$ cat config.mk
export PLATFORM = sky130hd
export DESIGN_NAME = rtc_core
export DESIGN_NICKNAME = d
export VERILOG_FILES = /design/src/core/rtc_pkg.sv /design/src/core/rtc_interval_timer.sv /design/src/core/rtc_core.sv
export SDC_FILE = /design/constraint.sdc
export NUM_CORES = 1
export LEC_CHECK = 0
export BUFFER_PORTS_ARGS = -buffer_cell sky130_fd_sc_hd__buf_2
export CAP_MARGIN = 10
export CORE_ASPECT_RATIO = 1.2
export CORE_MARGIN = 3
export CORE_UTILIZATION = 40
export DETAILED_ROUTE_END_ITERATION = 10
export SLEW_MARGIN = 10
export SYNTH_ARGS = -nofsm -noshare
export SYNTH_HDL_FRONTEND = slang
export SYNTH_SLANG_ARGS = --single-unit
export TNS_END_PERCENT = 100
$ cat constraint.sdc
create_clock -name SYS_CLK -period 6.9 [get_ports SYS_CLK]
set_clock_uncertainty 0.15 [all_clocks]
set_input_delay 0.69 -clock SYS_CLK [delete_from_list [all_inputs] [get_ports SYS_CLK]]
set_output_delay 0.69 -clock SYS_CLK [all_outputs]
set_load 0.05 [all_outputs]
$ cat src/core/rtc_pkg.sv
package rtc_pkg;
    // timing
    localparam int CLK_KHZ      = 20000;
    localparam int TICK_MS      = 100;
    localparam int TICK_CYC_DOC = TICK_MS * CLK_KHZ;

    // select codes on the host port
    localparam logic [3:0] SEL_STATUS = 4'h0;
    localparam logic [3:0] SEL_TENTHS = 4'h1;
    localparam logic [3:0] SEL_SEC    = 4'h2;
    localparam logic [3:0] SEL_MIN    = 4'h3;
    localparam logic [3:0] SEL_HOUR   = 4'h4;
    localparam logic [3:0] SEL_DAY    = 4'h5;
    localparam logic [3:0] SEL_MONTH  = 4'h6;
    localparam logic [3:0] SEL_YEAR   = 4'h7;
    localparam logic [3:0] SEL_LEAP   = 4'h8;
    localparam logic [3:0] SEL_TCTRL  = 4'h9;
    localparam logic [3:0] SEL_TRUN   = 4'hA;

    // counter chain indices
    localparam int N_CNT  = 8;
    localparam int C_TEN  = 0;
    localparam int C_DAY  = 4;
    localparam int C_MON  = 5;
    localparam int C_YEAR = 6;
    localparam int C_LEAP = 7;

    // status bit positions
    localparam int ST_UPDATE = 0;
    localparam int ST_TIMER  = 1;

    // timer control: [2:0] period code, [3] repeat
    localparam int TC_REPEAT = 3;
    localparam logic [3:0] TCTRL_RESET = 4'h0;
    localparam logic [7:0] CNT_RESET   = 8'h00;
    localparam logic [7:0] ONE_RESET   = 8'h01;

    localparam logic [1:0] LEAP_MAX = 2'h3;

    // period in 100 ms ticks for each code; code 0 is disabled
    function automatic logic [9:0] period_ticks(input logic [2:0] code);
        case (code)
            3'h1:    period_ticks = 10'h001;
            3'h2:    period_ticks = 10'h005;
            3'h3:    period_ticks = 10'h00A;
            3'h4:    period_ticks = 10'h032;
            3'h5:    period_ticks = 10'h064;
            3'h6:    period_ticks = 10'h12C;
            3'h7:    period_ticks = 10'h258;
            default: period_ticks = 10'h000;
        endcase
    endfunction : period_ticks

    function automatic logic [7:0] days_in(input logic [7:0] mon,
                                           input logic       leap);
        case (mon)
            8'h02:   days_in = leap ? 8'h1D : 8'h1C;
            8'h04, 8'h06, 8'h09, 8'h0B: days_in = 8'h1E;
            default: days_in = 8'h1F;
        endcase
    endfunction : days_in
endpackage : rtc_pkg

$ cat src/core/rtc_interval_timer.sv
`timescale 1ns/100ps
module rtc_interval_timer
    import rtc_pkg::*;
(
    input  wire logic       clk,
    input  wire logic       rst,
    input  wire logic       tick,
    input  wire logic       ctrl_wr,
    input  wire logic [3:0] ctrl_data,
    input  wire logic       run_wr,
    input  wire logic       run_data,
    output logic      [3:0] ctrl,
    output logic            running,
    output logic            timeout
);
    logic [9:0] count;
    logic [3:0] next_ctrl;
    logic       next_running;
    logic [9:0] next_count;
    logic       next_timeout;
    logic [9:0] period;

    ////////////////////////////////////////////////////////////////////////
    always_comb begin
        period       = period_ticks(ctrl[2:0]);
        next_ctrl    = ctrl_wr ? ctrl_data : ctrl;
        next_running = running;
        next_count   = count;
        next_timeout = 1'b0;
        if (ctrl_wr && ctrl_data == TCTRL_RESET) begin
            next_running = 1'b0;
        end else if (run_wr) begin
            next_running = run_data;
            next_count   = 10'h000;
        end else if (running && tick && period != 10'h000) begin
            if (count + 10'h001 == period) begin
                next_timeout = 1'b1;
                next_count   = 10'h000;
                next_running = ctrl[TC_REPEAT];
            end else begin
                next_count = count + 10'h001;
            end
        end
    end

    always_ff @(posedge clk or posedge rst) begin
        if (rst) begin
            ctrl    <= TCTRL_RESET;
            running <= 1'b0;
            count   <= 10'h000;
            timeout <= 1'b0;
        end else begin
            ctrl    <= next_ctrl;
            running <= next_running;
            count   <= next_count;
            timeout <= next_timeout;
        end
    end

    ////////////////////////////////////////////////////////////////////////
    property p_disabled_quiet;
        @(posedge clk) disable iff (rst)
        ctrl == TCTRL_RESET |-> !timeout;
    endproperty
    a_disabled_quiet: assert property (p_disabled_quiet)
        else $error("timer timed out while disabled");

    property p_restart;
        @(posedge clk) disable iff (rst)
        run_wr && run_data |=> !timeout && count == 10'h000;
    endproperty
    a_restart: assert property (p_restart)
        else $error("restart did not clear the period");

    property p_single_shot;
        @(posedge clk) disable iff (rst)
        timeout && !ctrl[TC_REPEAT] && !run_wr && !ctrl_wr |-> !running;
    endproperty
    a_single_shot: assert property (p_single_shot)
        else $error("single shot timer kept running");

    c_repeat: cover property (@(posedge clk) disable iff (rst)
        timeout && running);
endmodule : rtc_interval_timer

$ cat src/core/rtc_core.sv
`timescale 1ns/100ps
module rtc_core
    import rtc_pkg::*;
#(
    parameter int TICK_CYCLES = TICK_CYC_DOC
)
(
    input  wire logic       SYS_CLK,
    input  wire logic       RESET,
    input  wire logic       WR_STB,
    input  wire logic [3:0] WR_SEL,
    input  wire logic [7:0] WR_DATA,
    input  wire logic       RD_STB,
    input  wire logic [3:0] RD_SEL,
    input  wire logic       HALT_COUNT,
    output logic      [7:0] READ_DATA,
    output logic            UPDATE_SEEN_FLAG,
    output logic            TIMER_FLAG,
    output logic            INT_N_OUT,
    output logic            INT_N_OE
);
    localparam int PIN_W = 19;

    logic [PIN_W-1:0] pin_s1;
    logic [PIN_W-1:0] pin_s2;
    logic             wr_d;
    logic             rd_d;
    logic             halt_s;
    logic             wr_s;
    logic             rd_s;
    logic [3:0]       wsel;
    logic [7:0]       wdata;
    logic [3:0]       rsel;
    logic             wr_pulse;
    logic             rd_pulse;

    ////////////////////////////////////////////////////////////////////////
    // all pins but SYS_CLK and RESET pass two flops; data is held stable across its strobe
    assign {halt_s, wr_s, rd_s, wsel, wdata, rsel} = pin_s2;
    assign wr_pulse = wr_s & ~wr_d;
    assign rd_pulse = rd_s & ~rd_d;

    always_ff @(posedge SYS_CLK or posedge RESET) begin
        if (RESET) begin
            pin_s1 <= '0;
            pin_s2 <= '0;
            wr_d   <= 1'b0;
            rd_d   <= 1'b0;
        end else begin
            pin_s1 <= {HALT_COUNT, WR_STB, RD_STB, WR_SEL, WR_DATA, RD_SEL};
            pin_s2 <= pin_s1;
            wr_d   <= wr_s;
            rd_d   <= rd_s;
        end
    end

    ////////////////////////////////////////////////////////////////////////
    // prescaler; held at zero in halt so restart lines up with release
    logic [31:0] pre;
    logic [31:0] next_pre;
    logic        tick;
    logic        next_tick;

    always_comb begin
        next_tick = 1'b0;
        next_pre  = pre + 32'h0000_0001;
        if (halt_s) begin
            next_pre = 32'h0000_0000;
        end else if (pre == 32'(TICK_CYCLES - 1)) begin
            next_pre  = 32'h0000_0000;
            next_tick = 1'b1;
        end
    end

    always_ff @(posedge SYS_CLK or posedge RESET) begin
        if (RESET) begin
            pre  <= 32'h0000_0000;
            tick <= 1'b0;
        end else begin
            pre  <= next_pre;
            tick <= next_tick;
        end
    end

    ////////////////////////////////////////////////////////////////////////
    // counter chain
    logic [7:0] cnt      [N_CNT];
    logic [7:0] next_cnt [N_CNT];
    logic       carry;
    logic [7:0] cmax;
    logic [7:0] cmin;

    function automatic logic [7:0] max_of(input int i, input logic [7:0] mon,
                                          input logic leap);
        case (i)
            0:       max_of = 8'h09;
            1, 2:    max_of = 8'h3B;
            3:       max_of = 8'h17;
            4:       max_of = days_in(mon, leap);
            5:       max_of = 8'h0C;
            default: max_of = 8'h63;
        endcase
    endfunction : max_of

    always_comb begin
        carry = tick & ~halt_s;
        cmax  = 8'h00;
        cmin  = 8'h00;
        for (int i = 0; i < N_CNT; i++) begin
            next_cnt[i] = cnt[i];
        end
        for (int i = 0; i <= C_YEAR; i++) begin
            cmax = max_of(i, cnt[C_MON], cnt[C_LEAP] == 8'h00);
            cmin = (i == C_DAY || i == C_MON) ? ONE_RESET : CNT_RESET;
            // leap steps with the year itself, not with the century wrap
            if (carry && i == C_YEAR) begin
                next_cnt[C_LEAP] = (cnt[C_LEAP] == {6'h00, LEAP_MAX}) ?
                    CNT_RESET : cnt[C_LEAP] + 8'h01;
            end
            if (carry) begin
                if (cnt[i] >= cmax) begin
                    next_cnt[i] = cmin;
                end else begin
                    next_cnt[i] = cnt[i] + 8'h01;
                    carry       = 1'b0;
                end
            end
        end
        // carry above uses the old value, so a write in a tick still ripples
        if (wr_pulse && wsel >= SEL_TENTHS && wsel <= SEL_LEAP) begin
            next_cnt[3'(wsel - SEL_TENTHS)] = (wsel == SEL_LEAP) ?
                {6'h00, wdata[1:0]} : wdata;
        end
    end

    always_ff @(posedge SYS_CLK or posedge RESET) begin
        if (RESET) begin
            for (int i = 0; i < N_CNT; i++) begin
                cnt[i] <= (i == C_DAY || i == C_MON) ? ONE_RESET : CNT_RESET;
            end
        end else begin
            for (int i = 0; i < N_CNT; i++) begin
                cnt[i] <= next_cnt[i];
            end
        end
    end

    ////////////////////////////////////////////////////////////////////////
    // interval timer
    logic [3:0] tctrl;
    logic       trun;
    logic       timeout;

    rtc_interval_timer u_timer (
        .clk       (SYS_CLK),
        .rst       (RESET),
        .tick      (tick),
        .ctrl_wr   (wr_pulse && wsel == SEL_TCTRL),
        .ctrl_data (wdata[3:0]),
        .run_wr    (wr_pulse && wsel == SEL_TRUN),
        .run_data  (wdata[0]),
        .ctrl      (tctrl),
        .running   (trun),
        .timeout   (timeout)
    );

    ////////////////////////////////////////////////////////////////////////
    // flags and read port; a set in the clearing cycle wins
    logic       stat_rd;
    logic       next_upd;
    logic       next_tflag;
    logic [7:0] next_rdata;

    assign stat_rd = rd_pulse && rsel == SEL_STATUS;

    always_comb begin
        next_upd   = (UPDATE_SEEN_FLAG & ~stat_rd) | (tick & ~halt_s);
        next_tflag = (TIMER_FLAG & ~stat_rd) | timeout;
        next_rdata = READ_DATA;
        if (rd_pulse) begin
            if (rsel == SEL_STATUS) begin
                next_rdata = 8'h00;
                next_rdata[ST_UPDATE] = UPDATE_SEEN_FLAG;
                next_rdata[ST_TIMER]  = TIMER_FLAG;
            end else if (rsel >= SEL_TENTHS && rsel <= SEL_LEAP) begin
                next_rdata = cnt[3'(rsel - SEL_TENTHS)];
            end else if (rsel == SEL_TCTRL) begin
                next_rdata = {4'h0, tctrl};
            end else if (rsel == SEL_TRUN) begin
                next_rdata = {7'h00, trun};
            end else begin
                next_rdata = 8'h00;
            end
        end
    end

    always_ff @(posedge SYS_CLK or posedge RESET) begin
        if (RESET) begin
            UPDATE_SEEN_FLAG <= 1'b0;
            TIMER_FLAG       <= 1'b0;
            READ_DATA        <= 8'h00;
            INT_N_OUT        <= 1'b0;
            INT_N_OE         <= 1'b1;
        end else begin
            UPDATE_SEEN_FLAG <= next_upd;
            TIMER_FLAG       <= next_tflag;
            READ_DATA        <= next_rdata;
            INT_N_OUT        <= 1'b0;
            INT_N_OE         <= ~next_tflag;
        end
    end

    ////////////////////////////////////////////////////////////////////////
    property p_update_sets;
        @(posedge SYS_CLK) disable iff (RESET)
        tick && !halt_s |=> UPDATE_SEEN_FLAG;
    endproperty
    a_update_sets: assert property (p_update_sets)
        else $error("update did not set the flag");

    property p_sec_carry;
        @(posedge SYS_CLK) disable iff (RESET)
        tick && !halt_s && !wr_pulse && cnt[0] == 8'h09 && cnt[1] < 8'h3B
        |=> cnt[0] == 8'h00 && cnt[1] == $past(cnt[1]) + 8'h01;
    endproperty
    a_sec_carry: assert property (p_sec_carry)
        else $error("tenths carry did not reach seconds");

    property p_only_on_tick;
        @(posedge SYS_CLK) disable iff (RESET)
        !tick && !wr_pulse |=> $stable(cnt[1]) && $stable(cnt[0]);
    endproperty
    a_only_on_tick: assert property (p_only_on_tick)
        else $error("counter moved without an update");

    property p_write_no_carry;
        @(posedge SYS_CLK) disable iff (RESET)
        wr_pulse && !tick && wsel == SEL_SEC |=> $stable(cnt[2]);
    endproperty
    a_write_no_carry: assert property (p_write_no_carry)
        else $error("write outside update disturbed neighbour");

    property p_read_clears;
        @(posedge SYS_CLK) disable iff (RESET)
        stat_rd && !tick |=> !UPDATE_SEEN_FLAG;
    endproperty
    a_read_clears: assert property (p_read_clears)
        else $error("status read did not clear flag");

    property p_timeout_pin;
        @(posedge SYS_CLK) disable iff (RESET)
        timeout |=> TIMER_FLAG && !INT_N_OE && !INT_N_OUT;
    endproperty
    a_timeout_pin: assert property (p_timeout_pin)
        else $error("timeout did not raise flag and pin");

    property p_leap_range;
        @(posedge SYS_CLK) disable iff (RESET)
        cnt[C_LEAP] <= {6'h00, LEAP_MAX};
    endproperty
    a_leap_range: assert property (p_leap_range)
        else $error("leap counter out of range");

    property p_halt_holds;
        @(posedge SYS_CLK) disable iff (RESET)
        halt_s && !wr_pulse |=> $stable(cnt[0]);
    endproperty
    a_halt_holds: assert property (p_halt_holds)
        else $error("counters moved during halt");

    c_write:   cover property (@(posedge SYS_CLK) disable iff (RESET)
        wr_pulse && tick);
    c_rd_flag: cover property (@(posedge SYS_CLK) disable iff (RESET)
        stat_rd && UPDATE_SEEN_FLAG);
    c_timeout: cover property (@(posedge SYS_CLK) disable iff (RESET)
        timeout);
endmodule : rtc_core

# Word-level counts from Yosys, hierarchy flattened
# Cells that the tools add are included.
# totals
elab_cells	161
in_bits	21
register_bits	164
output_inout_bits	12
# classes
n_eq_ne	20
bitwise_logic	15
n_addsub	12
magnitude_cmp	14
reduce_logical	20
mux	58
# ops
cell	count
8-bit 2-to-1 mux	22
10-bit case mux with 7 select lines	1
8-bit by 1-bit adder with 8-bit output (second input constant)	8
64-bit bitwise mux	1
32-bit 2-to-1 mux	2
64-bit 2-to-1 mux	1
32-bit by 1-bit adder with 32-bit output (second input constant)	1
32-bit by 21-bit equality test with 1-bit output (second input constant)	1
10-bit 2-to-1 mux	3
8-bit binary-select mux with 3-bit select	1
8-bit demux with 3-bit select	1
1-bit 2-to-1 mux	24
4-bit equality test (second input constant)	5
8-bit by 2-bit equality test with 1-bit output (second input constant)	2
8-bit by 3-bit equality test with 1-bit output (second input constant)	2
8-bit by 4-bit equality test with 1-bit output (second input constant)	2
8-bit by 4-bit greater-or-equal comparator with 1-bit output (second input constant)	2
8-bit by 6-bit greater-or-equal comparator with 1-bit output (second input constant)	2
3-bit equality test (second input constant)	4
10-bit by 1-bit adder with 10-bit output (second input constant)	1
10-bit equality test	1
1-bit logical AND	10
10-bit nonzero test	1
4-bit by 1-bit greater-or-equal comparator with 1-bit output (second input constant)	2
21 further kinds	39

# Depth between registers and ports, before layout
# Gate-level depths: netlist of the first run.
# logic_depth
ltp_word	11
ltp_mapped	14
depth_no_buf	13

# Cells and area by module
# A second synthesis of the first run with hierarchy kept.
# hier_totals
hier_cells	915
area_unflattened_um2	8971.1
# by_module_without_submodules
module	cells_per_inst	seq_area_each_um2	n_inst	area_each_um2
rtc_core	784	3707.3	1	7788.7
rtc_interval_timer	131	400.4	1	1182.4

# Least setup slack after synthesis of the first run
# Ideal clock, no wire load.
# synth_timing
path_kind	flip-flop to flip-flop
startpoint	register cnt[5] (netlist bit)
endpoint	register cnt[10] (netlist bit)
t_arrival_ns	3.158
path_buffers	2
setup_time_ns	0.141
setup_slack_ns	3.451
period_less_slack_ns	3.449
path_stages_with_launch	14
t_required_ns	6.609
cell_sequence	dfrtp_1 > or4_1 > nor3_1 > a21boi_0 > o311ai_0 > ha_1 > nand2b_1 > a21oi_1 > o21a_1 > or4_1 > buf_6 > clkbuf_1 > o21ai_0 > a31oi_1
# synth_rtl
element	line_no	source
start, declared	rtc_core.sv:87	logic [7:0] cnt [N_CNT];
start signal, assigned by index	rtc_core.sv:139	cnt[i] <= (i == C_DAY || i == C_MON) ? ONE_RESET : CNT_RESET;
start signal, assigned by index	rtc_core.sv:143	cnt[i] <= next_cnt[i];

==> results.toml, run 1 <==
[detailed_routing]
initialDrtViolationCount = 547
detail_route.vias_per_cell = 5.78
finalWirelength_mm = 21.6
drt-pass1-iter-count = 5
routedWlPerCell_um = 18.2
detail-route-antenna-nets = 0
drc = 0
via_count = 6853

[grt]
maximum_number_of_pins_on_one_net_before_global_route_repair = 89
gr-total-overflow = 0
grt_antenna_before_repair = 0
grt_util_all_layers = 0.187
vias_in_the_first_global_route = 6504
global_route_wire_length_before_repair_mm = 35.5

[timing]
grt_setup_unrepaired = "no"
setup_tns_final_ns = 0
post-route-min-period_ns = 4.04
setup_viols_final = 0
actual_transition_at_the_worst_max_transition_pin_ns = 1.01
report.final.hold_viol_count = 0
fmaxAchievable_ghz = 0.247
post_route_fraction_of_the_period_consumed_by_the_critical_path = 0.586
maxSlewHeadroom = 0.324
hold_slack_ns = 0.198
timing_max_transition_violations_final = 0

[synth]
synth-main-ff-cell = "dfrtp_1"
synth_simple_gate_area_frac = 0.203
ys_seq_elements = 164
synth_nets = 943
synthDistinctLibCells = 74
synth_warnings = 0
synth_mux_area_frac = 0.0581
async_flop_share = 1.00
edff_count_synth = 0
synth_top_family_by_area = "simple AND/OR/NAND/NOR gates"
sequential_to_total_area_share_from_yosys_stat = 0.466
synth_area_per_cell_um2 = 9.82
synth-compound-area-share = 0.147
synth.cell_area_um2 = 8810
synthCells = 897
post_synth_fa_ha_maj_area_fraction = 0.0355
synthXorXnorAreaFrac = 0.0584

[power]
pwr-share-seq = 0.455
powerDensity_nw_per_um2 = 297
post-layout-total-power_mw = 2.89
pwr-share-clk = 0.337
switching_power_total_mw = 0.934
power.share.switching = 0.323
internal-power_mw = 1.96
combPwrFrac = 0.208
peak_vdd_ir_mv = 0.201
cellLeakagePower_nw = 4.16

[die]
top_level_ports = 33
floorplan.core_area_um2 = 21300
dieArea_um2 = 23800
die_x_um = 141
dieHeight_um = 169
start_util = 0.413
num_rows = 58

[cells_and_area]
nNetsFinal = 949
antenna_cells = 0
final_layout_size_suffix_gt1_frac = 0.114
area_delta_synth_final_pct = 10.5
commonest_non_fill_non_tap_cells_in_the_layout = "161 x dfrtp_1, 85 x nand2_1, 75 x nor2_1, 60 x a21oi_1, 56 x nand3_1"
leading_cell_type_in_the_layout_fill_and_taps_excluded = "dfrtp_1"

[setup_path]
timing.critical_path.arrival_ns = 4.18
crit_path_start_kind = "flip-flop"
timing.reg2reg.worst_path_depth = 12
required_ns = 7.04
critPathMaxFanout = 17
worst_setup_ep_type = "flip-flop"
timing.setup.critical_path_class = "reg2reg"

[clock_network]
postCtsSetupBuffers = 0
cts-root-to-sink-buffers = 2
h-tree-depth = 4
cts_made_buffers = 17
cts_tree = "yes"
worst_setup_hold_path_clk_slew_ns = 0.07
clockRootBuffer = "clkbuf_16"
postCtsResizedCells = 0
post_cts_hold_buffer_count = 0
numClockSinks = 164
clk_latency_ns = 0.43

[placed_design]
hpwl_mm = 15.0
gp_routability_congestion = 0.890
portBuffers = 31

[worst_hold_path]
hold-path-cell-count = 0
worstHoldPathType = "reg2reg"

[run_status]
status = "completed"

[job]
drv.max_cap_violation_count = 0
==> sequential cells by signal, summed over array words and instances (netlist names), 4 cells and up <==
| name | flops |
|---|---|
| READ_DATA | 8 |
| cnt | 64 |
| pin_s1 | 19 |
| pin_s2 | 19 |
| pre | 32 |
| u_timer.count | 10 |
| u_timer.ctrl | 4 |
==> power by group through the flow <==
stage / Clock (mW) / Combinational (mW) / Sequential (mW)
floorplan: 0 / 0.458 / 1.27
global placement: 0 / 0.588 / 1.33
detailed placement: 0 / 0.599 / 1.33
CTS: 0.999 / 0.601 / 1.31
global route: 1.04 / 0.665 / 1.34
finish: 0.975 / 0.600 / 1.32
==> cells in the mapped netlist (all sizes together), types with 4 or more instances <==
library cell	number	area (um2)
mux2i	8	80.1
mux2	6	67.6
or2	4	27.5
nand3	56	280
xnor2	24	210
and2	5	33.8
ha	25	313
or4	6	48.8
buf	10	61.3
a22o	5	43.8
o21ai	50	250
nor3b	6	45.0
nor4	10	77.6
a211oi	5	37.5
dfrtp	161	4030
mux4	16	364
a22oi	4	30.0
o311ai	6	52.6
xor2	32	280
a21oi	60	300
and3	22	138
or3	8	50.1
a31oi	19	119
nor2b	15	93.8
inv	18	67.6
nand3b	7	52.6
and4	7	61.3
nand2	86	325
o31ai	4	30.0
o21a	4	30.0
nand4	11	68.8
clkbuf	38	143
nor3	15	85.1
nand2b	9	56.3
o22ai	16	100
nor2	75	282
==> worst paths after layout <==
check	startpoint	end	slack (ns)
max	cnt[5]$_DFF_PP0_	cnt[5]$_DFF_PP0_	2.86
min	pin_s1[18]$_DFF_PP0_	pin_s2[18]$_DFF_PP0_	0.20
max reg2reg	cnt[5]$_DFF_PP0_	cnt[5]$_DFF_PP0_	2.86
min reg2reg	pin_s1[18]$_DFF_PP0_	pin_s2[18]$_DFF_PP0_	0.20
max in group asynchronous	RESET	pre[3]$_DFF_PP0_	4.83
min in group asynchronous	RESET	pin_s1[6]$_DFF_PP0_	0.24
==> stage by stage <==
step | setup slack, ns | instance area, um2 | utilization | cells
finish | 2.86 | 9730 | 0.456 | 1185
global route | 2.54 | 9730 | 0.456 | 1185
CTS | 2.84 | 9730 | 0.456 | 1185
global placement | 2.96 | 9130 | 0.428 | 1154
detailed placement | 2.87 | 9130 | 0.428 | 1154
floorplan | 1.63 | 8810 | - | 897
==> cells by family (layout without fill, tap and decap cells) <==
group	count (synthesis)	count (layout)
multiplexers	30	30
XOR/XNOR	57	57
adder cells (fa/ha/maj)	25	25
AO/OA/AOI/OAI	205	205
flip-flops	164	164
buffers and inverters	66	84
other	1	1
AND/OR/NAND/NOR	349	349
==> metal layers <==
| metal | vias to the layer above | routed length (um) | share of wire | GRT usage |
|---|---|---|---|---|
| met1 | 3339 | 10200 | 0.47 | 0.277 |
| met4 | 0 | 680 | 0.032 | 0.0810 |
| met2 | 196 | 9390 | 0.44 | 0.265 |
| met3 | 43 | 1270 | 0.059 | 0.0365 |
| met5 | - | 0 | 0 | 0 |
| li1 | 3275 | - | - | - |
==> worst max-delay path, cell delays in order, from the launching register on <==
cell and delay [ns]:
dfrtp_1 0.44, or4_1 0.54, nor3_1 0.37, a21boi_0 0.15
o311ai_0 0.31, ha_1 0.17, nand2b_1 0.09, a21oi_1 0.08
o21a_1 0.25, or4_1 0.82, nor3_2 0.30, xnor2_1 0.15
a21oi_1 0.09
==> cell type report <==
| class | count | area, um2 |
|---|---|---|
| Sequential cell | 164 | 4110 |
| Timing Repair Buffer | 35 | 185 |
| Clock buffer | 20 | 447 |
| Fill cell | 2042 | 11600 |
| Multi-Input combinational cell | 667 | 4430 |
| Tap cell | 270 | 338 |
| Clock inverter | 11 | 153 |
| Inverter | 18 | 72.6 |
(Power assumes the default switching activity.)
==> run 2: changes to the inputs <==
ABC_AREA = 1   (was not set)
clock period = 3.26 ns   (was 6.9 ns; I/O delays follow)
==> run 2 against run 1 <==
Die area up 5.6%; flip-flop and latch count unchanged; synthesized cell count grew 35%; first-iteration DRC count up 11%; combinational power up 100%; highest routed layer unchanged; power increased by 100%; clock power increased by 110%.
==> results.toml, run 2 <==
[synth]
edff_count_synth = 0
synth.cell_area_um2 = 9320
synth_top_family_by_area = "simple AND/OR/NAND/NOR gates"
yosys-top-cells-count = "261 x nand2_1, 161 x dfrtp_1, 159 x inv_1"
synth_simple_gate_area_frac = 0.282
yosys.area.top_type_share = 0.432
synth-compound-area-share = 0.126
sequential_to_total_area_share_from_yosys_stat = 0.441
synth_warnings = 0
synth_area_per_cell_um2 = 7.68
synthCells = 1214
synth_nets = 1260
ys_seq_elements = 164
synthMostInstantiatedCell = "nand2_1"
synth_top_cells_by_area = "dfrtp_1 43%, nand2_1 11%, inv_1 6.4%, o21ai_0 5.5%, nor2_1 5.0%"
async_flop_share = 1.00
post_synth_fa_ha_maj_area_fraction = 0.0336
synthDistinctLibCells = 47
synthXorXnorAreaFrac = 0.0353
synth-main-ff-cell = "dfrtp_1"
yosys.area.top_type = "dfrtp_1"
synth_mux_area_frac = 0

[timing]
grt_setup_unrepaired = "no"
maxSlewHeadroom = 0.400
setup_viols_final = 0
actual_transition_at_the_worst_max_transition_pin_ns = 0.899
report.final.hold_viol_count = 0
hold_slack_ns = 0.00427
timing_max_transition_violations_final = 0
setup_tns_final_ns = 0
post_route_fraction_of_the_period_consumed_by_the_critical_path = 0.930
worst_slack_ns = 0.228
post-route-min-period_ns = 3.03
fmaxAchievable_ghz = 0.330

[clock_network]
h-tree-depth = 4
clockRootBuffer = "clkbuf_16"
numClockSinks = 164
postCtsSetupBuffers = 0
cts_made_buffers = 17
cts_tree = "yes"
clk_latency_ns = 0.43
worst_setup_hold_path_clk_slew_ns = 0.07
cts-root-to-sink-buffers = 2

[setup_path]
timing.critical_path.buf_inv = 2
launch_instance_of_the_worst_register_to_register_path = "cnt[16]$_DFF_PP1_"
crit_path_cell_trace = "inv_1 -> ha_1 -> o2111ai_1 -> nand3_1 -> inv_1 -> ha_1 -> o21ai_0 -> nand2_1 -> nand2_1 -> nand3_1 -> nand4_4 -> nor2_1 -> nor2_1 -> o21ai_0 -> nand2_1"
critPathMaxFanout = 24
cpLargestDelayFamily = "simple AND/OR/NAND/NOR gates"
crit_path_start_kind = "flip-flop"
timing.setup.critical_path_class = "reg2reg"
r2r_setup_slack_ns = 0.23
critPathMostFrequentCell = "nand2_1"
timing.critical_path.arrival_ns = 3.25
critical_path.max_stage_delay_ns = 0.56
worst_setup_ep_type = "flip-flop"
timing.reg2reg.worst_path_depth = 15
crit_path_top_delay_cell = "dfstp_2"
required_ns = 3.48
worstReg2RegEnd = "cnt[14]$_DFF_PP0_"

[placed_design]
hpwl_mm = 18.4
place_inst = 1544
portBuffers = 31
gp_routability_congestion = 0.918
detailedPlace.worstSlack_ns = 0.299

[power]
switching_power_total_mw = 1.93
pwr-share-seq = 0.438
peak_vdd_ir_mv = 0.375
powerDensity_nw_per_um2 = 548
combPwrFrac = 0.210
post-layout-total-power_mw = 5.83
internal-power_mw = 3.90
pwr-share-clk = 0.352
power.share.switching = 0.331
cellLeakagePower_nw = 4.94

[die]
die_x_um = 145
top_level_ports = 33
floorplan.core_area_um2 = 22700
num_rows = 60
dieArea_um2 = 25200
start_util = 0.411
dieHeight_um = 173

[detailed_routing]
drt-pass1-iter-count = 5
detail_route.vias_per_cell = 5.13
finalWirelength_mm = 25.4
initialDrtViolationCount = 607
detail-route-antenna-nets = 0
via_count = 8188
drc = 0
routedWlPerCell_um = 15.9

[grt]
gr-total-overflow = 0
maximum_number_of_pins_on_one_net_before_global_route_repair = 165
grt_antenna_before_repair = 1
global_route_wire_length_before_repair_mm = 41.3
vias_in_the_first_global_route = 8142
grt_util_all_layers = 0.201

[run_status]
status = "completed"

[worst_hold_path]
worstHoldPathType = "in2async"

[cells_and_area]
top_regs = "cnt x64, pre x32"
commonest_non_fill_non_tap_cells_in_the_layout = "261 x nand2_1, 161 x dfrtp_1, 158 x inv_1, 125 x nor2_1, 102 x o21ai_0"
nNetsFinal = 1318
leading_cell_type_in_the_layout_fill_and_taps_excluded = "nand2_1"
registers.top_by_ff_count = "cnt"
antenna_cells = 0
area_delta_synth_final_pct = 14.0
fill_cells = 2343
final_layout_size_suffix_gt1_frac = 0.0965
number_of_flip_flops_in_the_largest_register = 64
finish.cell_count_without_fillers = 1595

[job]
drv.max_cap_violation_count = 0
-- run 2: area by class of cell --
class / instances / area (um2) / area share
clock buffers: 19 / 453 / 0.0426
repair buffers: 62 / 448 / 0.0421
flip-flops and latches: 164 / 4110 / 0.386
well taps: 310 / 388 / 0.0365
multi-input cells: 856 / 4440 / 0.418
clock inverters: 13 / 145 / 0.0137
inverters: 171 / 646 / 0.0607
-- run 2: worst max-delay path by stage --
stage,startpoint,endpoint,slack [ns],cells after the start
floorplan,cnt[16]$_DFF_PP1_,cnt[14]$_DFF_PP0_,0.68,15
global placement,cnt[16]$_DFF_PP1_,cnt[14]$_DFF_PP0_,0.39,15
detailed placement,cnt[16]$_DFF_PP1_,cnt[14]$_DFF_PP0_,0.30,15
CTS,cnt[16]$_DFF_PP1_,cnt[14]$_DFF_PP0_,0.24,15
global route,cnt[16]$_DFF_PP1_,cnt[14]$_DFF_PP0_,0.02,15
finish,cnt[16]$_DFF_PP1_,cnt[14]$_DFF_PP0_,0.23,15
-- run 2: worst reg2reg max path: cells and delay by family, from the launching register on --
| kind | cells | cell delay (ns) |
|---|---|---|
| buf+inv | 2 | 0.16 |
| flops | 1 | 0.56 |
| simple gates | 8 | 1.16 |
| compound gates | 3 | 0.50 |
| fa+ha+maj | 2 | 0.44 |
-- run 2: repair_timing --
action                                 in CTS  in global routing
hold buffers                               19                  0
endpoints found under the hold margin      19                  0
gates resized for setup                     0                  0
-- run 2: logic make-up (layout without fill, tap and decap cells) --
kind of cell | Yosys count | count (layout)
flops | 164 | 164
fa+ha+maj | 25 | 25
simple gates | 581 | 581
buf+inv | 194 | 265
compound gates | 213 | 213
xor+xnor | 36 | 36
other cells | 1 | 1
-- run 2: stage by stage --
stage	utilization	area (um2)
after detailed placement	0.434	9840
after CTS	0.469	10600
after global routing	0.469	10600
final	0.469	10600
after global placement	0.434	9840
after floorplan	-	9330
-- run 2: power by group through the flow --
stage                     sequential [mW]  clock, mW  combinational (mW)
after global routing                 2.59       2.18                1.39
final                                2.55       2.05                1.22
after global placement               2.58          0                1.18
after detailed placement             2.59          0                1.20
after CTS                            2.55       2.10                1.23
after floorplan                      2.56          0               0.870
-- run 2: metal layers --
layer / up-vias / GRT usage / wire length (um)
met3: 55 / 0.0322 / 945
met4: 0 / 0.0831 / 876
met5: - / 0 / 0
met1: 3862 / 0.243 / 10800
li1: 4088 / - / -
met2: 183 / 0.355 / 12700
==> run 3: changes to the inputs <==
CORE_UTILIZATION = 57   (was 40)
HOLD_SLACK_MARGIN = 0.15   (was not set)
PLACE_DENSITY = 0.77   (was not set)
SLEW_MARGIN = 20   (was 10)
==> run 3 against run 2 <==
Clock power is essentially flat; sequential share of layout area grew 0.38 points; core utilization grew 20 points.
==> results.toml, run 3 (synthesis gave the netlist of run 2 again) <==
[detailed_routing]
routedWlPerCell_um = 16.7
finalWirelength_mm = 25.0
detail-route-antenna-nets = 0
detail_route.vias_per_cell = 5.73
drt-pass1-iter-count = 6
drc = 0
initialDrtViolationCount = 687
via_count = 8562

[setup_path]
required_ns = 3.44
r2r_setup_slack_ns = 0.27
worst_setup_ep_type = "flip-flop"
critPathMaxFanout = 8
crit_path_start_kind = "flip-flop"
timing.setup.critical_path_class = "reg2reg"
timing.critical_path.arrival_ns = 3.17

[clock_network]
postCtsResizedCells = 0
worst_setup_hold_path_clk_slew_ns = 0.07
numClockSinks = 164
cts_tree = "yes"
clk_latency_ns = 0.44
clockRootBuffer = "clkbuf_16"
cts_made_buffers = 17
cts-root-to-sink-buffers = 2
h-tree-depth = 4

[cells_and_area]
top_regs = "cnt x64, pre x32"
nNetsFinal = 1320
postLayoutCoreUtil = 0.665
commonest_non_fill_non_tap_cells_in_the_layout = "261 x nand2_1, 161 x dfrtp_1, 158 x inv_1, 125 x nor2_1, 102 x o21ai_0"
layout.cell_area.non_filler_um2 = 10500
area_delta_synth_final_pct = 12.9
finish.cell_count_without_fillers = 1495
leading_cell_type_in_the_layout_fill_and_taps_excluded = "nand2_1"
registers.top_by_ff_count = "cnt"
final_layout_size_suffix_gt1_frac = 0.0963
number_of_flip_flops_in_the_largest_register = 64
antenna_cells = 0

[timing]
report.final.hold_viol_count = 0
setup_tns_final_ns = 0
actual_transition_at_the_worst_max_transition_pin_ns = 0.668
post_route_fraction_of_the_period_consumed_by_the_critical_path = 0.918
post-route-min-period_ns = 2.99
worst_slack_ns = 0.269
hold_slack_ns = 0.195
setup_viols_final = 0
maxSlewHeadroom = 0.555
timing_max_transition_violations_final = 0
grt_setup_unrepaired = "no"
fmaxAchievable_ghz = 0.334

[die]
die_x_um = 123
num_rows = 50
dieHeight_um = 146
dieArea_um2 = 17900
start_util = 0.589
top_level_ports = 33
floorplan.core_area_um2 = 15800

[worst_hold_path]
worstHoldPathType = "reg2reg"

[grt]
grt_util_met1 = 0.343
grt_antenna_before_repair = 0
maximum_number_of_pins_on_one_net_before_global_route_repair = 124
grt_util_all_layers = 0.289
grt_use_met3 = 0.0523
groute.layer.met2.usage = 0.497
global_route_wire_length_before_repair_mm = 40.8
busiest_layer = "met2"
vias_in_the_first_global_route = 8350
gr-total-overflow = 0

[power]
post-layout-total-power_mw = 5.85
cellLeakagePower_nw = 4.94
peak_vdd_ir_mv = 0.425
powerDensity_nw_per_um2 = 556

[placed_design]
place_inst = 1439
gp_routability_congestion = 0.964
portBuffers = 31
detailedPlace.worstSlack_ns = 0.281
placed_cell_areas_um2 = 9690
hpwl_mm = 17.8

[job]
drv.max_cap_violation_count = 0

[run_status]
status = "completed"
## run 3: area by class of cell
class                      instances  area [um2]
timing repair buffer              63         458
clock buffer                      18         429
clock inverter                    14         170
fill                            1339        5300
inverter                         171         646
sequential                       164        4110
multi-input combinational        857        4460
tap                              208         260
## run 3: power breakdown
group	switching, mW	internal [mW]
clock	0.900	1.15
combinational	0.825	0.421
sequential	0.260	2.30
## run 3: worst max-delay path, cell delays in order, from the launching register on
cell and delay (ns):
dfstp_2 0.56, inv_1 0.09, ha_1 0.23, o2111ai_1 0.20, nand3_1 0.11, inv_1 0.06
ha_1 0.21, o21ai_0 0.17, nand2_1 0.08, nand2_1 0.06, nand3_1 0.25, nand4_4 0.24
buf_4 0.17, inv_2 0.07, nand2_1 0.06, nand2_1 0.05, nand3_1 0.06, nand2_1 0.05
## run 3: final timing paths
kind / startpoint / end / depth (start not counted)
max in group asynchronous: RESET / pin_s2[16]$_DFF_PP0_ / 4
max: cnt[16]$_DFF_PP1_ / cnt[12]$_DFF_PP0_ / 17
min reg2reg: pin_s1[11]$_DFF_PP0_ / pin_s2[11]$_DFF_PP0_ / 0
min in group asynchronous: RESET / pre[3]$_DFF_PP0_ / 4
min: pin_s1[11]$_DFF_PP0_ / pin_s2[11]$_DFF_PP0_ / 0
max reg2reg: cnt[16]$_DFF_PP1_ / cnt[12]$_DFF_PP0_ / 17
## run 3: routing by layer
layer  share of wire  wire, um
met5               0         0
met3           0.059      1480
met2            0.50     12600
met1            0.39      9810
met4           0.046      1150
## run 3: what timing repair did
action / 4_1_cts / 5_1_grt
hold buffers: 20 / 0
setup endpoints to repair: 0 / 4
buffers inserted: 0 / 3
endpoints found under the hold margin: 180 / 0
